**src/logic/hpc_pkg.sv**
```systemverilog
/*
 register map, field positions, reset values and shared types of the haptic
 control register slice.
 assumes one 200 mhz clock and an axi4-lite master.
*/
// Contract
// - the conversion factor hold bit stops all automatic factor updates while set.
// - the calibration inhibit bit (reset 1) stops factor updates during playback.
// - locked is set while the tracking error is below four times the lock limit (reset 0x20).
// - a back-emf fault is raised below the selected threshold, and code 0 disables it; the code raises it only during playback.
// - the proportional coefficient is high byte (reset 0x0e) then low byte (reset 0x20).
// - the integral coefficient is high byte (reset 0x03) then low byte (reset 0x20).
// - the 3-bit brake cutoff threshold (reset 4) ends drive during braking.
// - the 4-bit tracking pause threshold (reset 3) pauses frequency tracking.
// - writing 1 to playback go starts playback (the code starts it only when the written mode is not 0), writing 0 stops it and returns to idle.
// - a finished playback ends in idle, or in standby when the standby bit is 1.
// - mode 0 is inactive, 1 direct override, 2 pwm, 3 register-triggered and 4 edge-triggered.
// - in direct override the drive scale follows the code, 0x7f full scale and 0x00 zero.
// - codes 0x80 to 0xff scale negative with acceleration off and give zero with it on.
// - active acceleration enable is bit 2 of a configuration register, reset 1.
`default_nettype none
package hpc_pkg;
   // byte address is four times the index
   localparam logic [7:0] IDX_CAL_CTRL   = 8'h16;
   localparam logic [7:0] IDX_LOCK_FAULT = 8'h17;
   localparam logic [7:0] IDX_PROP_HIGH  = 8'h1c;
   localparam logic [7:0] IDX_PROP_LOW   = 8'h1d;
   localparam logic [7:0] IDX_INTEG_HIGH = 8'h1e;
   localparam logic [7:0] IDX_INTEG_LOW  = 8'h1f;
   localparam logic [7:0] IDX_BRAKE_PAUSE = 8'h20;
   localparam logic [7:0] IDX_PLAY_CTRL  = 8'h22;
   localparam logic [7:0] IDX_DRIVE_LVL  = 8'h23;
   localparam logic [7:0] IDX_CONFIG     = 8'h30;
   localparam logic [7:0] IDX_IRQ_STATUS = 8'h31;
   localparam logic [7:0] IDX_IRQ_MASK   = 8'h32;
   localparam logic [7:0] IDX_STATE      = 8'h33;

   localparam logic [7:0] MASK_CAL_CTRL    = 8'hc0;
   localparam logic [7:0] MASK_BRAKE_PAUSE = 8'h7f;
   localparam logic [7:0] MASK_PLAY_CTRL   = 8'h1f;
   localparam logic [7:0] MASK_CONFIG      = 8'h04;
   localparam logic [7:0] MASK_IRQ         = 8'h07;

   localparam logic [7:0] RST_CAL_CTRL    = 8'h40;
   localparam logic [7:0] RST_LOCK_FAULT  = 8'h81;
   localparam logic [7:0] RST_PROP_HIGH   = 8'h0e;
   localparam logic [7:0] RST_PROP_LOW    = 8'h20;
   localparam logic [7:0] RST_INTEG_HIGH  = 8'h03;
   localparam logic [7:0] RST_INTEG_LOW   = 8'h20;
   localparam logic [7:0] RST_BRAKE_PAUSE = 8'h43;
   localparam logic [7:0] RST_PLAY_CTRL   = 8'h00;
   localparam logic [7:0] RST_DRIVE_LVL   = 8'h00;
   localparam logic [7:0] RST_CONFIG      = 8'h04;

   localparam int BIT_HOLD      = 7;
   localparam int BIT_INHIBIT   = 6;
   localparam int BIT_GO        = 4;
   localparam int BIT_STANDBY   = 3;
   localparam int BIT_ACCEL     = 2;
   localparam int IRQ_FAULT     = 0;
   localparam int IRQ_LOCK      = 1;
   localparam int IRQ_DONE      = 2;

   // back-emf fault thresholds in microvolts per code
   localparam logic [15:0] BEMF_UV_1 = 16'h1324;
   localparam logic [15:0] BEMF_UV_2 = 16'h6cfc;
   localparam logic [15:0] BEMF_UV_3 = 16'hc2ec;

   localparam logic [1:0] AXI_OKAY   = 2'h0;
   localparam logic [1:0] AXI_SLVERR = 2'h2;

   typedef enum logic [2:0] {
      MODE_INACTIVE = 3'h0,
      MODE_DIRECT   = 3'h1,
      MODE_PWM      = 3'h2,
      MODE_REG_TRIG = 3'h3,
      MODE_EDGE_TRIG = 3'h4
   } hpc_mode_t;

   typedef enum logic [1:0] {
      ST_IDLE    = 2'h0,
      ST_PLAY    = 2'h1,
      ST_STANDBY = 2'h2
   } hpc_state_t;

   typedef struct packed {
      logic [15:0] prop_coeff;
      logic [15:0] integ_coeff;
      logic [2:0]  brake_cutoff_threshold;
      logic [3:0]  tracking_pause_threshold;
      logic [5:0]  lock_error_limit;
   } hpc_loop_cfg_t;
endpackage
`default_nettype wire

```
**src/logic/hpc_drive_scale.sv**
```systemverilog
/*
 maps the drive level code and acceleration enable to a signed q1.7 scale.
 assumes registered inputs.
*/
`default_nettype none
module hpc_drive_scale (
   input  wire logic       accel_en,
   input  wire logic [7:0] direct_drive_level,
   output logic      [7:0] scale_q7
);
   // negative codes clamp to zero under acceleration
   always_comb begin
      if (direct_drive_level[7] && accel_en) begin
         scale_q7 = 8'h00;
      end else begin
         scale_q7 = direct_drive_level;
      end
   end
endmodule
`default_nettype wire

```
**src/logic/hpc_regs.sv**
```systemverilog
/*
 haptic control register slice: calibration hold, limits, loop coefficients,
 playback control and drive level, with a small interrupt block.
 assumes one axi4-lite master and loop measurements synchronous to aclk.
*/
// The AXI4-Lite interface to the registers was chosen for this implementation.
`default_nettype none
module hpc_regs (
   input  wire logic              aclk,
   input  wire logic              aresetn,
   input  wire logic [7:0]        s_axi_awaddr,
   input  wire logic              s_axi_awvalid,
   output logic                   s_axi_awready,
   input  wire logic [31:0]       s_axi_wdata,
   input  wire logic [3:0]        s_axi_wstrb,
   input  wire logic              s_axi_wvalid,
   output logic                   s_axi_wready,
   output logic [1:0]             s_axi_bresp,
   output logic                   s_axi_bvalid,
   input  wire logic              s_axi_bready,
   input  wire logic [7:0]        s_axi_araddr,
   input  wire logic              s_axi_arvalid,
   output logic                   s_axi_arready,
   output logic [31:0]            s_axi_rdata,
   output logic [1:0]             s_axi_rresp,
   output logic                   s_axi_rvalid,
   input  wire logic              s_axi_rready,
   input  wire logic [15:0]       track_error,
   input  wire logic [15:0]       backemf_uv,
   input  wire logic              playback_done,
   input  wire logic              factor_update_req,
   output logic                   factor_update_en,
   output logic                   freq_locked,
   output logic                   backemf_fault,
   output logic                   playback_active,
   output logic                   standby_active,
   output logic [2:0]             active_mode,
   output logic [7:0]             drive_scale,
   output hpc_pkg::hpc_loop_cfg_t loop_cfg,
   output logic                   irq
);
   logic [7:0] cal_ctrl_reg;
   logic [7:0] lock_fault_reg;
   logic [7:0] prop_high_reg;
   logic [7:0] prop_low_reg;
   logic [7:0] integ_high_reg;
   logic [7:0] integ_low_reg;
   logic [7:0] brake_pause_reg;
   logic [7:0] play_ctrl_reg;
   logic [7:0] drive_lvl_reg;
   logic [7:0] config_reg;
   logic [7:0] irq_status_reg;
   logic [7:0] irq_mask_reg;
   hpc_pkg::hpc_state_t state_reg;
   hpc_pkg::hpc_state_t state_next;
   logic       aw_held_reg;
   logic       w_held_reg;
   logic [7:0] aw_addr_reg;
   logic [7:0] w_data_reg;
   logic       w_strb_reg;
   logic [7:0] scale_next;
   logic       lock_next;
   logic       fault_next;
   logic       wr_fire;
   logic       rd_fire;
   logic       go_wr1;
   logic       go_wr0;
   logic [7:0] wr_idx;
   logic [7:0] rd_idx;
   logic [2:0] irq_events;

   // byte address to register index
   function automatic logic [7:0] to_idx(input logic [7:0] a);
      to_idx = {2'h0, a[7:2]};
   endfunction

   function automatic logic mapped(input logic [7:0] idx);
      case (idx)
         hpc_pkg::IDX_CAL_CTRL, hpc_pkg::IDX_LOCK_FAULT, hpc_pkg::IDX_PROP_HIGH,
         hpc_pkg::IDX_PROP_LOW, hpc_pkg::IDX_INTEG_HIGH, hpc_pkg::IDX_INTEG_LOW,
         hpc_pkg::IDX_BRAKE_PAUSE, hpc_pkg::IDX_PLAY_CTRL, hpc_pkg::IDX_DRIVE_LVL,
         hpc_pkg::IDX_CONFIG, hpc_pkg::IDX_IRQ_STATUS, hpc_pkg::IDX_IRQ_MASK,
         hpc_pkg::IDX_STATE: mapped = 1'b1;
         default: mapped = 1'b0;
      endcase
   endfunction

   assign wr_idx = to_idx(aw_addr_reg);
   assign rd_idx = to_idx(s_axi_araddr);

   // address and data are caught apart, then committed together
   always_ff @(posedge aclk) begin
      if (!aresetn) begin
         aw_held_reg   <= 1'b0;
         aw_addr_reg   <= 8'h00;
         s_axi_awready <= 1'b0;
      end else if (s_axi_awvalid && s_axi_awready) begin
         aw_held_reg   <= 1'b1;
         aw_addr_reg   <= s_axi_awaddr;
         s_axi_awready <= 1'b0;
      end else if (wr_fire) begin
         aw_held_reg   <= 1'b0;
         s_axi_awready <= 1'b0;
      end else begin
         s_axi_awready <= !aw_held_reg && !s_axi_bvalid;
      end
   end

   always_ff @(posedge aclk) begin
      if (!aresetn) begin
         w_held_reg   <= 1'b0;
         w_data_reg   <= 8'h00;
         w_strb_reg   <= 1'b0;
         s_axi_wready <= 1'b0;
      end else if (s_axi_wvalid && s_axi_wready) begin
         w_held_reg   <= 1'b1;
         w_data_reg   <= s_axi_wdata[7:0];
         w_strb_reg   <= s_axi_wstrb[0];
         s_axi_wready <= 1'b0;
      end else if (wr_fire) begin
         w_held_reg   <= 1'b0;
         s_axi_wready <= 1'b0;
      end else begin
         s_axi_wready <= !w_held_reg && !s_axi_bvalid;
      end
   end

   assign wr_fire = aw_held_reg && w_held_reg && !s_axi_bvalid;

   always_ff @(posedge aclk) begin
      if (!aresetn) begin
         s_axi_bvalid <= 1'b0;
         s_axi_bresp  <= hpc_pkg::AXI_OKAY;
      end else if (wr_fire) begin
         s_axi_bvalid <= 1'b1;
         s_axi_bresp  <= (mapped(wr_idx) && aw_addr_reg[1:0] == 2'h0) ? hpc_pkg::AXI_OKAY : hpc_pkg::AXI_SLVERR;
      end else if (s_axi_bready) begin
         s_axi_bvalid <= 1'b0;
      end
   end

   // only byte lane 0 carries data; a write without it changes nothing
   function automatic logic hit(input logic [7:0] idx);
      hit = wr_fire && w_strb_reg && aw_addr_reg[1:0] == 2'h0 && wr_idx == idx;
   endfunction

   always_ff @(posedge aclk) begin
      if (!aresetn) begin
         cal_ctrl_reg    <= hpc_pkg::RST_CAL_CTRL;
         lock_fault_reg  <= hpc_pkg::RST_LOCK_FAULT;
         prop_high_reg   <= hpc_pkg::RST_PROP_HIGH;
         prop_low_reg    <= hpc_pkg::RST_PROP_LOW;
         integ_high_reg  <= hpc_pkg::RST_INTEG_HIGH;
         integ_low_reg   <= hpc_pkg::RST_INTEG_LOW;
         brake_pause_reg <= hpc_pkg::RST_BRAKE_PAUSE;
         drive_lvl_reg   <= hpc_pkg::RST_DRIVE_LVL;
         config_reg      <= hpc_pkg::RST_CONFIG;
         irq_mask_reg    <= 8'h00;
      end else begin
         // a register moves only on its own write, so a mode write leaves the rest
         if (hit(hpc_pkg::IDX_CAL_CTRL))    cal_ctrl_reg    <= w_data_reg & hpc_pkg::MASK_CAL_CTRL;
         if (hit(hpc_pkg::IDX_LOCK_FAULT))  lock_fault_reg  <= w_data_reg;
         if (hit(hpc_pkg::IDX_PROP_HIGH))   prop_high_reg   <= w_data_reg;
         if (hit(hpc_pkg::IDX_PROP_LOW))    prop_low_reg    <= w_data_reg;
         if (hit(hpc_pkg::IDX_INTEG_HIGH))  integ_high_reg  <= w_data_reg;
         if (hit(hpc_pkg::IDX_INTEG_LOW))   integ_low_reg   <= w_data_reg;
         if (hit(hpc_pkg::IDX_BRAKE_PAUSE)) brake_pause_reg <= w_data_reg & hpc_pkg::MASK_BRAKE_PAUSE;
         if (hit(hpc_pkg::IDX_DRIVE_LVL))   drive_lvl_reg   <= w_data_reg;
         if (hit(hpc_pkg::IDX_CONFIG))      config_reg      <= w_data_reg & hpc_pkg::MASK_CONFIG;
         if (hit(hpc_pkg::IDX_IRQ_MASK))    irq_mask_reg    <= w_data_reg & hpc_pkg::MASK_IRQ;
      end
   end

   // play control write is also the start/stop command
   assign go_wr1 = hit(hpc_pkg::IDX_PLAY_CTRL) && w_data_reg[hpc_pkg::BIT_GO];
   assign go_wr0 = hit(hpc_pkg::IDX_PLAY_CTRL) && !w_data_reg[hpc_pkg::BIT_GO];

   always_ff @(posedge aclk) begin
      if (!aresetn) begin
         play_ctrl_reg <= hpc_pkg::RST_PLAY_CTRL;
      end else if (hit(hpc_pkg::IDX_PLAY_CTRL)) begin
         play_ctrl_reg <= w_data_reg & hpc_pkg::MASK_PLAY_CTRL;
      end else if (state_reg == hpc_pkg::ST_PLAY && playback_done) begin
         play_ctrl_reg[hpc_pkg::BIT_GO] <= 1'b0;
      end
   end

   // mode is taken at start; a change during playback is ignored
   always_comb begin
      state_next = state_reg;
      case (state_reg)
         hpc_pkg::ST_IDLE, hpc_pkg::ST_STANDBY: begin
            if (go_wr1 && w_data_reg[2:0] != hpc_pkg::MODE_INACTIVE) state_next = hpc_pkg::ST_PLAY;
            else if (go_wr0) state_next = hpc_pkg::ST_IDLE;
         end
         hpc_pkg::ST_PLAY: begin
            if (go_wr0) state_next = hpc_pkg::ST_IDLE;
            else if (playback_done) state_next = play_ctrl_reg[hpc_pkg::BIT_STANDBY] ? hpc_pkg::ST_STANDBY
               : hpc_pkg::ST_IDLE;
         end
         default: state_next = hpc_pkg::ST_IDLE;
      endcase
   end

   always_ff @(posedge aclk) begin
      if (!aresetn) begin
         state_reg       <= hpc_pkg::ST_IDLE;
         active_mode     <= hpc_pkg::MODE_INACTIVE;
         playback_active <= 1'b0;
         standby_active  <= 1'b0;
      end else begin
         state_reg       <= state_next;
         playback_active <= state_next == hpc_pkg::ST_PLAY;
         standby_active  <= state_next == hpc_pkg::ST_STANDBY;
         if (state_reg != hpc_pkg::ST_PLAY && state_next == hpc_pkg::ST_PLAY) begin
            active_mode <= w_data_reg[2:0];
         end else if (state_next != hpc_pkg::ST_PLAY) begin
            active_mode <= hpc_pkg::MODE_INACTIVE;
         end
      end
   end

   always_comb begin
      case (lock_fault_reg[1:0])
         2'h1: fault_next = backemf_uv < hpc_pkg::BEMF_UV_1;
         2'h2: fault_next = backemf_uv < hpc_pkg::BEMF_UV_2;
         2'h3: fault_next = backemf_uv < hpc_pkg::BEMF_UV_3;
         default: fault_next = 1'b0;
      endcase
   end

   assign lock_next = track_error < {8'h00, lock_fault_reg[7:2], 2'h0};

   hpc_drive_scale u_scale (
      .accel_en           (config_reg[hpc_pkg::BIT_ACCEL]),
      .direct_drive_level (drive_lvl_reg),
      .scale_q7           (scale_next)
   );

   always_ff @(posedge aclk) begin
      if (!aresetn) begin
         freq_locked      <= 1'b0;
         backemf_fault    <= 1'b0;
         factor_update_en <= 1'b0;
         drive_scale      <= 8'h00;
         loop_cfg         <= '0;
      end else begin
         freq_locked   <= lock_next;
         backemf_fault <= fault_next && state_reg == hpc_pkg::ST_PLAY;
         factor_update_en <= factor_update_req && !cal_ctrl_reg[hpc_pkg::BIT_HOLD]
                             && !(cal_ctrl_reg[hpc_pkg::BIT_INHIBIT] && state_reg == hpc_pkg::ST_PLAY);
         // outside direct override the scale is held at zero
         drive_scale <= (state_reg == hpc_pkg::ST_PLAY && active_mode == hpc_pkg::MODE_DIRECT) ? scale_next : 8'h00;
         loop_cfg.prop_coeff  <= {prop_high_reg, prop_low_reg};
         loop_cfg.integ_coeff <= {integ_high_reg, integ_low_reg};
         loop_cfg.brake_cutoff_threshold   <= brake_pause_reg[6:4];
         loop_cfg.tracking_pause_threshold <= brake_pause_reg[3:0];
         loop_cfg.lock_error_limit         <= lock_fault_reg[7:2];
      end
   end

   assign irq_events = {state_reg == hpc_pkg::ST_PLAY && playback_done, lock_next && !freq_locked,
                        fault_next && !backemf_fault && state_reg == hpc_pkg::ST_PLAY};
   assign rd_fire = s_axi_arvalid && s_axi_arready;

   // a read clears status, but an event in the same cycle survives
   always_ff @(posedge aclk) begin
      if (!aresetn) begin
         irq_status_reg <= 8'h00;
      end else if (rd_fire && rd_idx == hpc_pkg::IDX_IRQ_STATUS && s_axi_araddr[1:0] == 2'h0) begin
         irq_status_reg <= {5'h00, irq_events};
      end else begin
         irq_status_reg <= irq_status_reg | {5'h00, irq_events};
      end
   end

   always_ff @(posedge aclk) begin
      if (!aresetn) begin
         irq <= 1'b0;
      end else begin
         irq <= |(irq_status_reg & irq_mask_reg);
      end
   end

   always_ff @(posedge aclk) begin
      if (!aresetn) begin
         s_axi_arready <= 1'b0;
         s_axi_rvalid  <= 1'b0;
         s_axi_rdata   <= 32'h00000000;
         s_axi_rresp   <= hpc_pkg::AXI_OKAY;
      end else if (rd_fire) begin
         s_axi_arready <= 1'b0;
         s_axi_rvalid  <= 1'b1;
         s_axi_rresp   <= (mapped(rd_idx) && s_axi_araddr[1:0] == 2'h0) ? hpc_pkg::AXI_OKAY : hpc_pkg::AXI_SLVERR;
         case (s_axi_araddr[1:0] == 2'h0 ? rd_idx : 8'hff)
            hpc_pkg::IDX_CAL_CTRL:    s_axi_rdata <= {24'h0, cal_ctrl_reg};
            hpc_pkg::IDX_LOCK_FAULT:  s_axi_rdata <= {24'h0, lock_fault_reg};
            hpc_pkg::IDX_PROP_HIGH:   s_axi_rdata <= {24'h0, prop_high_reg};
            hpc_pkg::IDX_PROP_LOW:    s_axi_rdata <= {24'h0, prop_low_reg};
            hpc_pkg::IDX_INTEG_HIGH:  s_axi_rdata <= {24'h0, integ_high_reg};
            hpc_pkg::IDX_INTEG_LOW:   s_axi_rdata <= {24'h0, integ_low_reg};
            hpc_pkg::IDX_BRAKE_PAUSE: s_axi_rdata <= {24'h0, brake_pause_reg};
            hpc_pkg::IDX_PLAY_CTRL:   s_axi_rdata <= {24'h0, play_ctrl_reg};
            hpc_pkg::IDX_DRIVE_LVL:   s_axi_rdata <= {24'h0, drive_lvl_reg};
            hpc_pkg::IDX_CONFIG:      s_axi_rdata <= {24'h0, config_reg};
            hpc_pkg::IDX_IRQ_STATUS:  s_axi_rdata <= {24'h0, irq_status_reg};
            hpc_pkg::IDX_IRQ_MASK:    s_axi_rdata <= {24'h0, irq_mask_reg};
            hpc_pkg::IDX_STATE:       s_axi_rdata <= {27'h0, backemf_fault, freq_locked, active_mode == 3'h0,
               state_reg};
            default:                  s_axi_rdata <= 32'h00000000;
         endcase
      end else if (s_axi_rvalid) begin
         if (s_axi_rready) s_axi_rvalid <= 1'b0;
      end else begin
         s_axi_arready <= 1'b1;
      end
   end
endmodule
`default_nettype wire

```
**config.mk**
```make
export PLATFORM = sky130hd
export DESIGN_NAME = hpc_regs
export DESIGN_NICKNAME = d
export VERILOG_FILES = /design/src/logic/hpc_pkg.sv /design/src/logic/hpc_drive_scale.sv /design/src/logic/hpc_regs.sv
export SDC_FILE = /design/constraint.sdc
export NUM_CORES = 1
export LEC_CHECK = 0
export ABC_AREA = 1
export BUFFER_PORTS_ARGS = -buffer_cell sky130_fd_sc_hd__buf_4
export CAP_MARGIN = 20
export CORE_MARGIN = 3
export CORE_UTILIZATION = 30
export CTS_CLUSTER_DIAMETER = 150
export DETAILED_ROUTE_END_ITERATION = 12
export GPL_TIMING_DRIVEN = 0
export SLEW_MARGIN = 20
export SYNTH_ARGS = -nofsm -noshare
export SYNTH_HDL_FRONTEND = slang
export SYNTH_SLANG_ARGS = --single-unit
```
**constraint.sdc**
```tcl
create_clock -name aclk -period 1.75 [get_ports aclk]
set_input_delay 0.4375 -clock aclk [delete_from_list [all_inputs] [get_ports aclk]]
set_output_delay 0.4375 -clock aclk [all_outputs]
set_load 0.01 [all_outputs]
```
Word-level counts from Yosys, hierarchy flattened
Memories as Yosys holds them, arrays and structs flattened. A register that Yosys moved wholly into a read port is not among the register bits.
Cells that the tools add are included.

storage, ports and cells
  flip-flop bits (word level) = 198
  memory bits (read-only) = 128
  input port bits = 93
  output and inout port bits = 103
  logic and storage cells = 179
  memories = 2

operators by class
  $lt $le $gt $ge = 4
  equality and inequality tests = 35
  mux-type cells = 30
  bitwise gates (word level) = 4
  reduce and logical (&&, ||, !) cells = 63

memory list
  memory            words  bits a word  rd ports  clocked after Yosys merged registers in  wr ports  RTL line        RTL
  (name not given)  64     1            1         0                                        0         hpc_regs.sv:78  case (idx)
  (name not given)  64     1            1         1                                        0         hpc_regs.sv:78

operators with widths
  operator                number
  $pmux W8 S13            1
  $eq A8 B6 Y1 const B    7
  $eq A8 B5 Y1 const B    6
  $logic_and A1 B1 Y1     38
  $eq A6 B5 Y1 const B    6
  $eq A6 B6 Y1 const B    6
  $lt A16 B13 Y1 const B  1
  $lt A16 B15 Y1 const B  1
  $lt A16 B16 Y1 const B  1
  $lt A16 B8 Y1           1
  $mux W1                 14
  $mux W2                 7
  $mux W6                 2
  $reduce_bool A2 Y1      5
  $mux W3                 3
  $reduce_or A3 Y1        3
  $and A8 B3 Y8           1
  $eq A2 B2 Y1 const B    4
  $logic_not A1 Y1        8
  $mux W8                 1
  $or A8 B3 Y8            1
  $reduce_or A8 Y1        1
  $eq A2 B1 Y1 const B    3
  $logic_not A2 Y1        3
  8 further kinds         12

Longest topological paths before layout
  depth in word-level cells = 12
  gate-level depth with buffers = 11
  gate-level depth less buffers = 11

By module
From an unflattened synthesis, not the netlist that was laid out.

unflattened totals
  cell total of the unflattened synthesis = 985
  area total of the unflattened synthesis = 7352.1 sq um

by module, submodules not included
  module           instances  cells each  area an instance (sq um)  sequential area each (sq um)
  hpc_regs         1          967         7273.2                    3363.2
  hpc_drive_scale  1          18          78.8                      0.0

Worst setup path after synthesis
OpenSTA, ideal clock, no wires.

  kind = input -> register
  from = input port s_axi_araddr[1]
  to = register s_axi_rdata[6]
  library setup time = 0.071 ns
  data arrival time = 1.400 ns
  required time = 1.679 ns
  slack = 0.279 ns
  cell stages on the path = 10
  path buffers = 1
  cell sequence = nor2_4 > nand2_2 > nor2_4 > buf_4 > nand3_1 > o21ai_0 > nor2_1 > nand3_1 > nand2_1 > a21oi_1

on the way
  cells in the longest elaborated chain, start to end = 4
  elaborated cells between the ends (all ways) = 16
  classes of those cells = eq/ne (13); mux (2); reduce/logical (1)

ends and longest elaborated chain
  element                                              RTL line         RTL
  start: declaration                                   hpc_regs.sv:21   input wire logic [7:0] s_axi_araddr,
  $logic_not A2 Y1 (*)                                 hpc_regs.sv:295  case (s_axi_araddr[1:0] == 2'h0 ? rd_idx : 8'hff)
  $mux W8 (*)                                          hpc_regs.sv:295
  $eq A8 B6 Y1 / $eq A8 B5 Y1 (equally long branches)  hpc_regs.sv:295
  $pmux W8 S13 (*)                                     hpc_regs.sv:295
  end signal: assignment                               hpc_regs.sv:296  hpc_pkg::IDX_CAL_CTRL: s_axi_rdata <= {24'h0, cal_ctrl_reg};
  end signal: assignment                               hpc_regs.sv:297  hpc_pkg::IDX_LOCK_FAULT: s_axi_rdata <= {24'h0, lock_fault_reg};
  end signal: assignment                               hpc_regs.sv:298  hpc_pkg::IDX_PROP_HIGH: s_axi_rdata <= {24'h0, prop_high_reg};
  end: declaration                                     hpc_regs.sv:24   output logic [31:0] s_axi_rdata,

Mark *: on every way between the ends. The rest lies on a longest branch, timed or not.
A chain may end at the register's enable or synchronous reset.

Worst setup path after layout
  from = input port s_axi_araddr[1]
  to = register s_axi_rdata[7]

The elaborated chain is that of the path after synthesis.

==> impl_metrics.csv <==
group,metric,value,unit
worst_setup_path,critPathMaxStageDelay,360,ps
place,dp.cells,1426,
finish,antenna_cells,0,
finish,nets,1240,
worst_setup_path,reg2reg_depth,8,
global_route,overflow,0,
min_path,min_from,"s_axi_rready",
power,switchingPower,2108,µW
clocking,cts_root_buffer,"clkbuf_16",
yosys,ys_types,37,
clocking,clkSinkCount,168,
worst_setup_path,crit_top_cell,"nand2_1",
floorplanning,initial_utilization,30.82,%
place,hpwl,17710,µm
drt,drt_first_pass_iters,5,
floorplanning,core,22850,µm²
timing,max_freq,0.5901,GHz
drt,viasPerCell,4.652,
worst_setup_path,crit_family,"simple AND/OR/NAND/NOR gates",
finish,fin_cells,1468,
global_route,grt_start_max_net_pins,17,
timing,timing_hold_violations_final,0,
timing,worst_pin_slew,674.8,ps
yosys,synth_area,7041,µm²
worst_setup_path,end_kind,"flip-flop",
min_path,holdPathEnd,"s_axi_rvalid",
place,dp_slack,-588.1,ps
finish,drive_above_1_share,20.69,%
power,intPower,6175,µW
timing,slew_headroom,55.01,%
clocking,worstSkewPairLatency,440,ps
worst_setup_path,cp_slowest_cell,"o21ai_0",
run_status,run_status,"finished, final reports clean",
clocking,clockBufferDepth,2,
global_route,grt_use_total,17.61,%
power,seqPwrFrac,47.8,%
yosys,syn_area_per_cell,7.411,µm²
worst_setup_path,r2r_end,"prop_high_reg[7]",
global_route,grt_pass1_vias,6382,
timing,slew_viol_final,0,
power,ir_drop,0.4607,mV
drt,wl_per_cell,15.56,µm
finish,largest_register_ffs,45,
finish,area_growth,31.79,%
min_path,worstHoldPathCells,4,
worst_setup_path,worst-path-buf-inv,1,
worst_setup_path,r2r-start,"w_held_reg",
power,p_comb_share,7.5,%
yosys,yosysTopAreaCell,"dfxtp_1",
worst_setup_path,arrival,2060,ps
power,power.share.clock,44.7,%
floorplanning,rows,55,
drt,drt_drc_violations_left,0,
timing,min_period_over_period,96.83,%
floorplanning,die_x,159.2,µm
clocking,cts_tree,"yes",
timing,fin_crit,1695,ps
clocking,numCtsBuffers,17,
power,p_leak,0.004409,µW
power,p_per_area,892.7,nW/µm²
worst_setup_path,critPathLaunch,"s_axi_araddr[1]",
worst_setup_path,cp_data_required_time,2110,ps
yosys,ys_ff_latch,168,
yosys,synth_area_leaders,"dfxtp_1 (48%), nand2_1 (8.9%), inv_1 (7.5%)",
timing,holdWs,247.4,ps
floorplanning,fp.dieH,159.2,µm
flow_run,drv_cap,0,
yosys,synth_warnings,0,
min_path,hp-class,"in2reg",
global_route,antenna_found_initial,0,
yosys,seq_area_frac_synth,47.77,%
timing,setup_viol,0,
clocking,cts.reportedPaths.clkPinSlew,70,ps
timing,skew,7.280,ps
place,gp_congestion,0.8911,
drt,drtIter0Drc,479,
clocking,h-tree-depth,4,
drt,vias,6829,
worst_setup_path,rrSetupSlack,110,ps
worst_setup_path,start_kind,"primary input",
global_route,grt_pass1_wl,34540,µm
finish,stdcell_area,9279,µm²
place,io_buffers,138,
yosys,synth_top_area_share,47.77,%
worst_setup_path,cp_max_fo,10,
finish,regMostFlops,"loop_cfg",
yosys,netlist_instances,950,
worst_setup_path,worstSetupPathType,"in2reg",
place,place_area,8562,µm²
worst_setup_path,path_cells,"buf_4, nor2_4, nand2_2, nor2_4, nand2_1, o21ai_0, nor2_1, nand2_1, nand2_1, a21oi_1",
drt,routed_wl,22840,µm
floorplanning,die_area,25340,µm²
drt,drtAntennaViolNets,0,
floorplanning,top_level_ports,196,
power,sw_frac_of_total,25.45,%
timing,finalSetupTns,0,ps
timing,setup_slack,55.50,ps
worst reg2reg max path: stages, from the launching register on:
cell	delay, ps
dfxtp_1	350
nand2_1	90
nor2_4	150
nand3_4	130
inv_4	130
nand3_1	200
buf_2	270
o21ai_0	160
a21oi_1	60
cells in the mapped netlist:
| library cell | instances |
|---|---|
| o211ai_1 | 16 |
| nand2_2 | 2 |
| o21ai_0 | 63 |
| and3_1 | 1 |
| o22ai_1 | 5 |
| nor2_1 | 108 |
| and3b_1 | 1 |
| a31o_2 | 1 |
| nor4_1 | 4 |
| nor3_4 | 1 |
| clkinv_2 | 1 |
| nand3_2 | 2 |
| nand4_1 | 11 |
| nor2_2 | 1 |
| nand2_1 | 166 |
| a31oi_1 | 5 |
| ha_1 | 5 |
| dfxtp_1 | 168 |
| a21oi_1 | 66 |
| inv_1 | 140 |
| nor3_1 | 13 |
| buf_6 | 1 |
| nand3b_1 | 1 |
| a211oi_1 | 19 |
| conb_1 | 1 |
| clkinv_1 | 2 |
| nand3_1 | 80 |
| buf_4 | 28 |
| nor3b_1 | 1 |
| buf_2 | 7 |
| a2111oi_0 | 1 |
| nor3_2 | 1 |
| nor2_4 | 3 |
| clkbuf_1 | 22 |
| nand3_4 | 1 |
| inv_2 | 1 |
| a21o_1 | 1 |
cell type report:
type	count	area, µm²
fill	2476	13570
inverter	144	543.0
clock inverter	13	133.9
multi-input combinational	605	2933
clock buffer	19	442.9
tap	313	391.6
timing repair buffer	148	1109
buffer	58	359.1
sequential	168	3367
layer usage:
| metal | up-vias | track usage (%) | wire (µm) |
|---|---|---|---|
| met2 | 227 | 30.15 | 10930 |
| met5 | - | 0 | 0 |
| met4 | 0 | 5.173 | 340 |
| li1 | 3415 | - | - |
| met3 | 25 | 3.668 | 1522 |
| met1 | 3162 | 22.43 | 10040 |
stage by stage:
step | utilization [%] | total power [µW]
6_report | 40.61 | 8283
5_1_grt | 40.61 | 8551
4_1_cts | 40.09 | 8335
3_5_place_dp | 37.48 | 4655
3_3_place_gp | 37.48 | 4649
2_1_floorplan | - | 4350
power groups by stage:
stage | combinational (µW) | clock [µW] | sequential [µW]
global placement | 607 | 0 | 4040
floorplan | 328 | 0 | 4020
CTS | 614 | 3760 | 3960
detailed placement | 612 | 0 | 4040
finish | 623 | 3700 | 3960
global route | 694 | 3890 | 3960
cell usage in the layout, fill, tap and decap left out, types with 3 or more instances in the layout:
cell type	instances
clkbuf_16	17
nor2_1	107
nor3_1	13
dfxtp_2	3
buf_2	4
nor2_4	3
nand4_1	11
buf_4	177
a31oi_1	4
nand3_1	79
conb_1	26
clkbuf_1	21
buf_6	3
nor4_1	3
o211ai_1	16
ha_1	5
o21ai_0	63
a21oi_1	66
dfxtp_1	165
inv_1	139
o22ai_1	5
a211oi_1	19
nand2_1	166
inv_6	6
worst max-delay path by stage:
stage,end,cells past startpoint
floorplan,s_axi_rdata[6],10
finish,s_axi_rdata[7],10
detailed placement,drive_scale[7],5
global route,prop_low_reg[3],9
global placement,drive_scale[7],5
CTS,cal_ctrl_reg[6],6
logic make-up after synthesis:
| family | Yosys count | share of synthesized area [%] |
|---|---|---|
| AO/OA/AOI/OAI | 177 | 14.15 |
| adder cells (fa/ha/maj) | 5 | 0.8886 |
| buffers and inverters | 202 | 12.51 |
| flip-flops | 168 | 47.77 |
| other | 1 | 0.05326 |
| AND/OR/NAND/NOR | 397 | 24.63 |
timing repair:
action,CTS,global route
hold buffers,0,0
gates cloned,0,1
gates resized for setup,6,19
pin swaps,0,3
setup endpoints to repair,36,42
buffers inserted,1,8
Power figures use the tool's default switching activity.
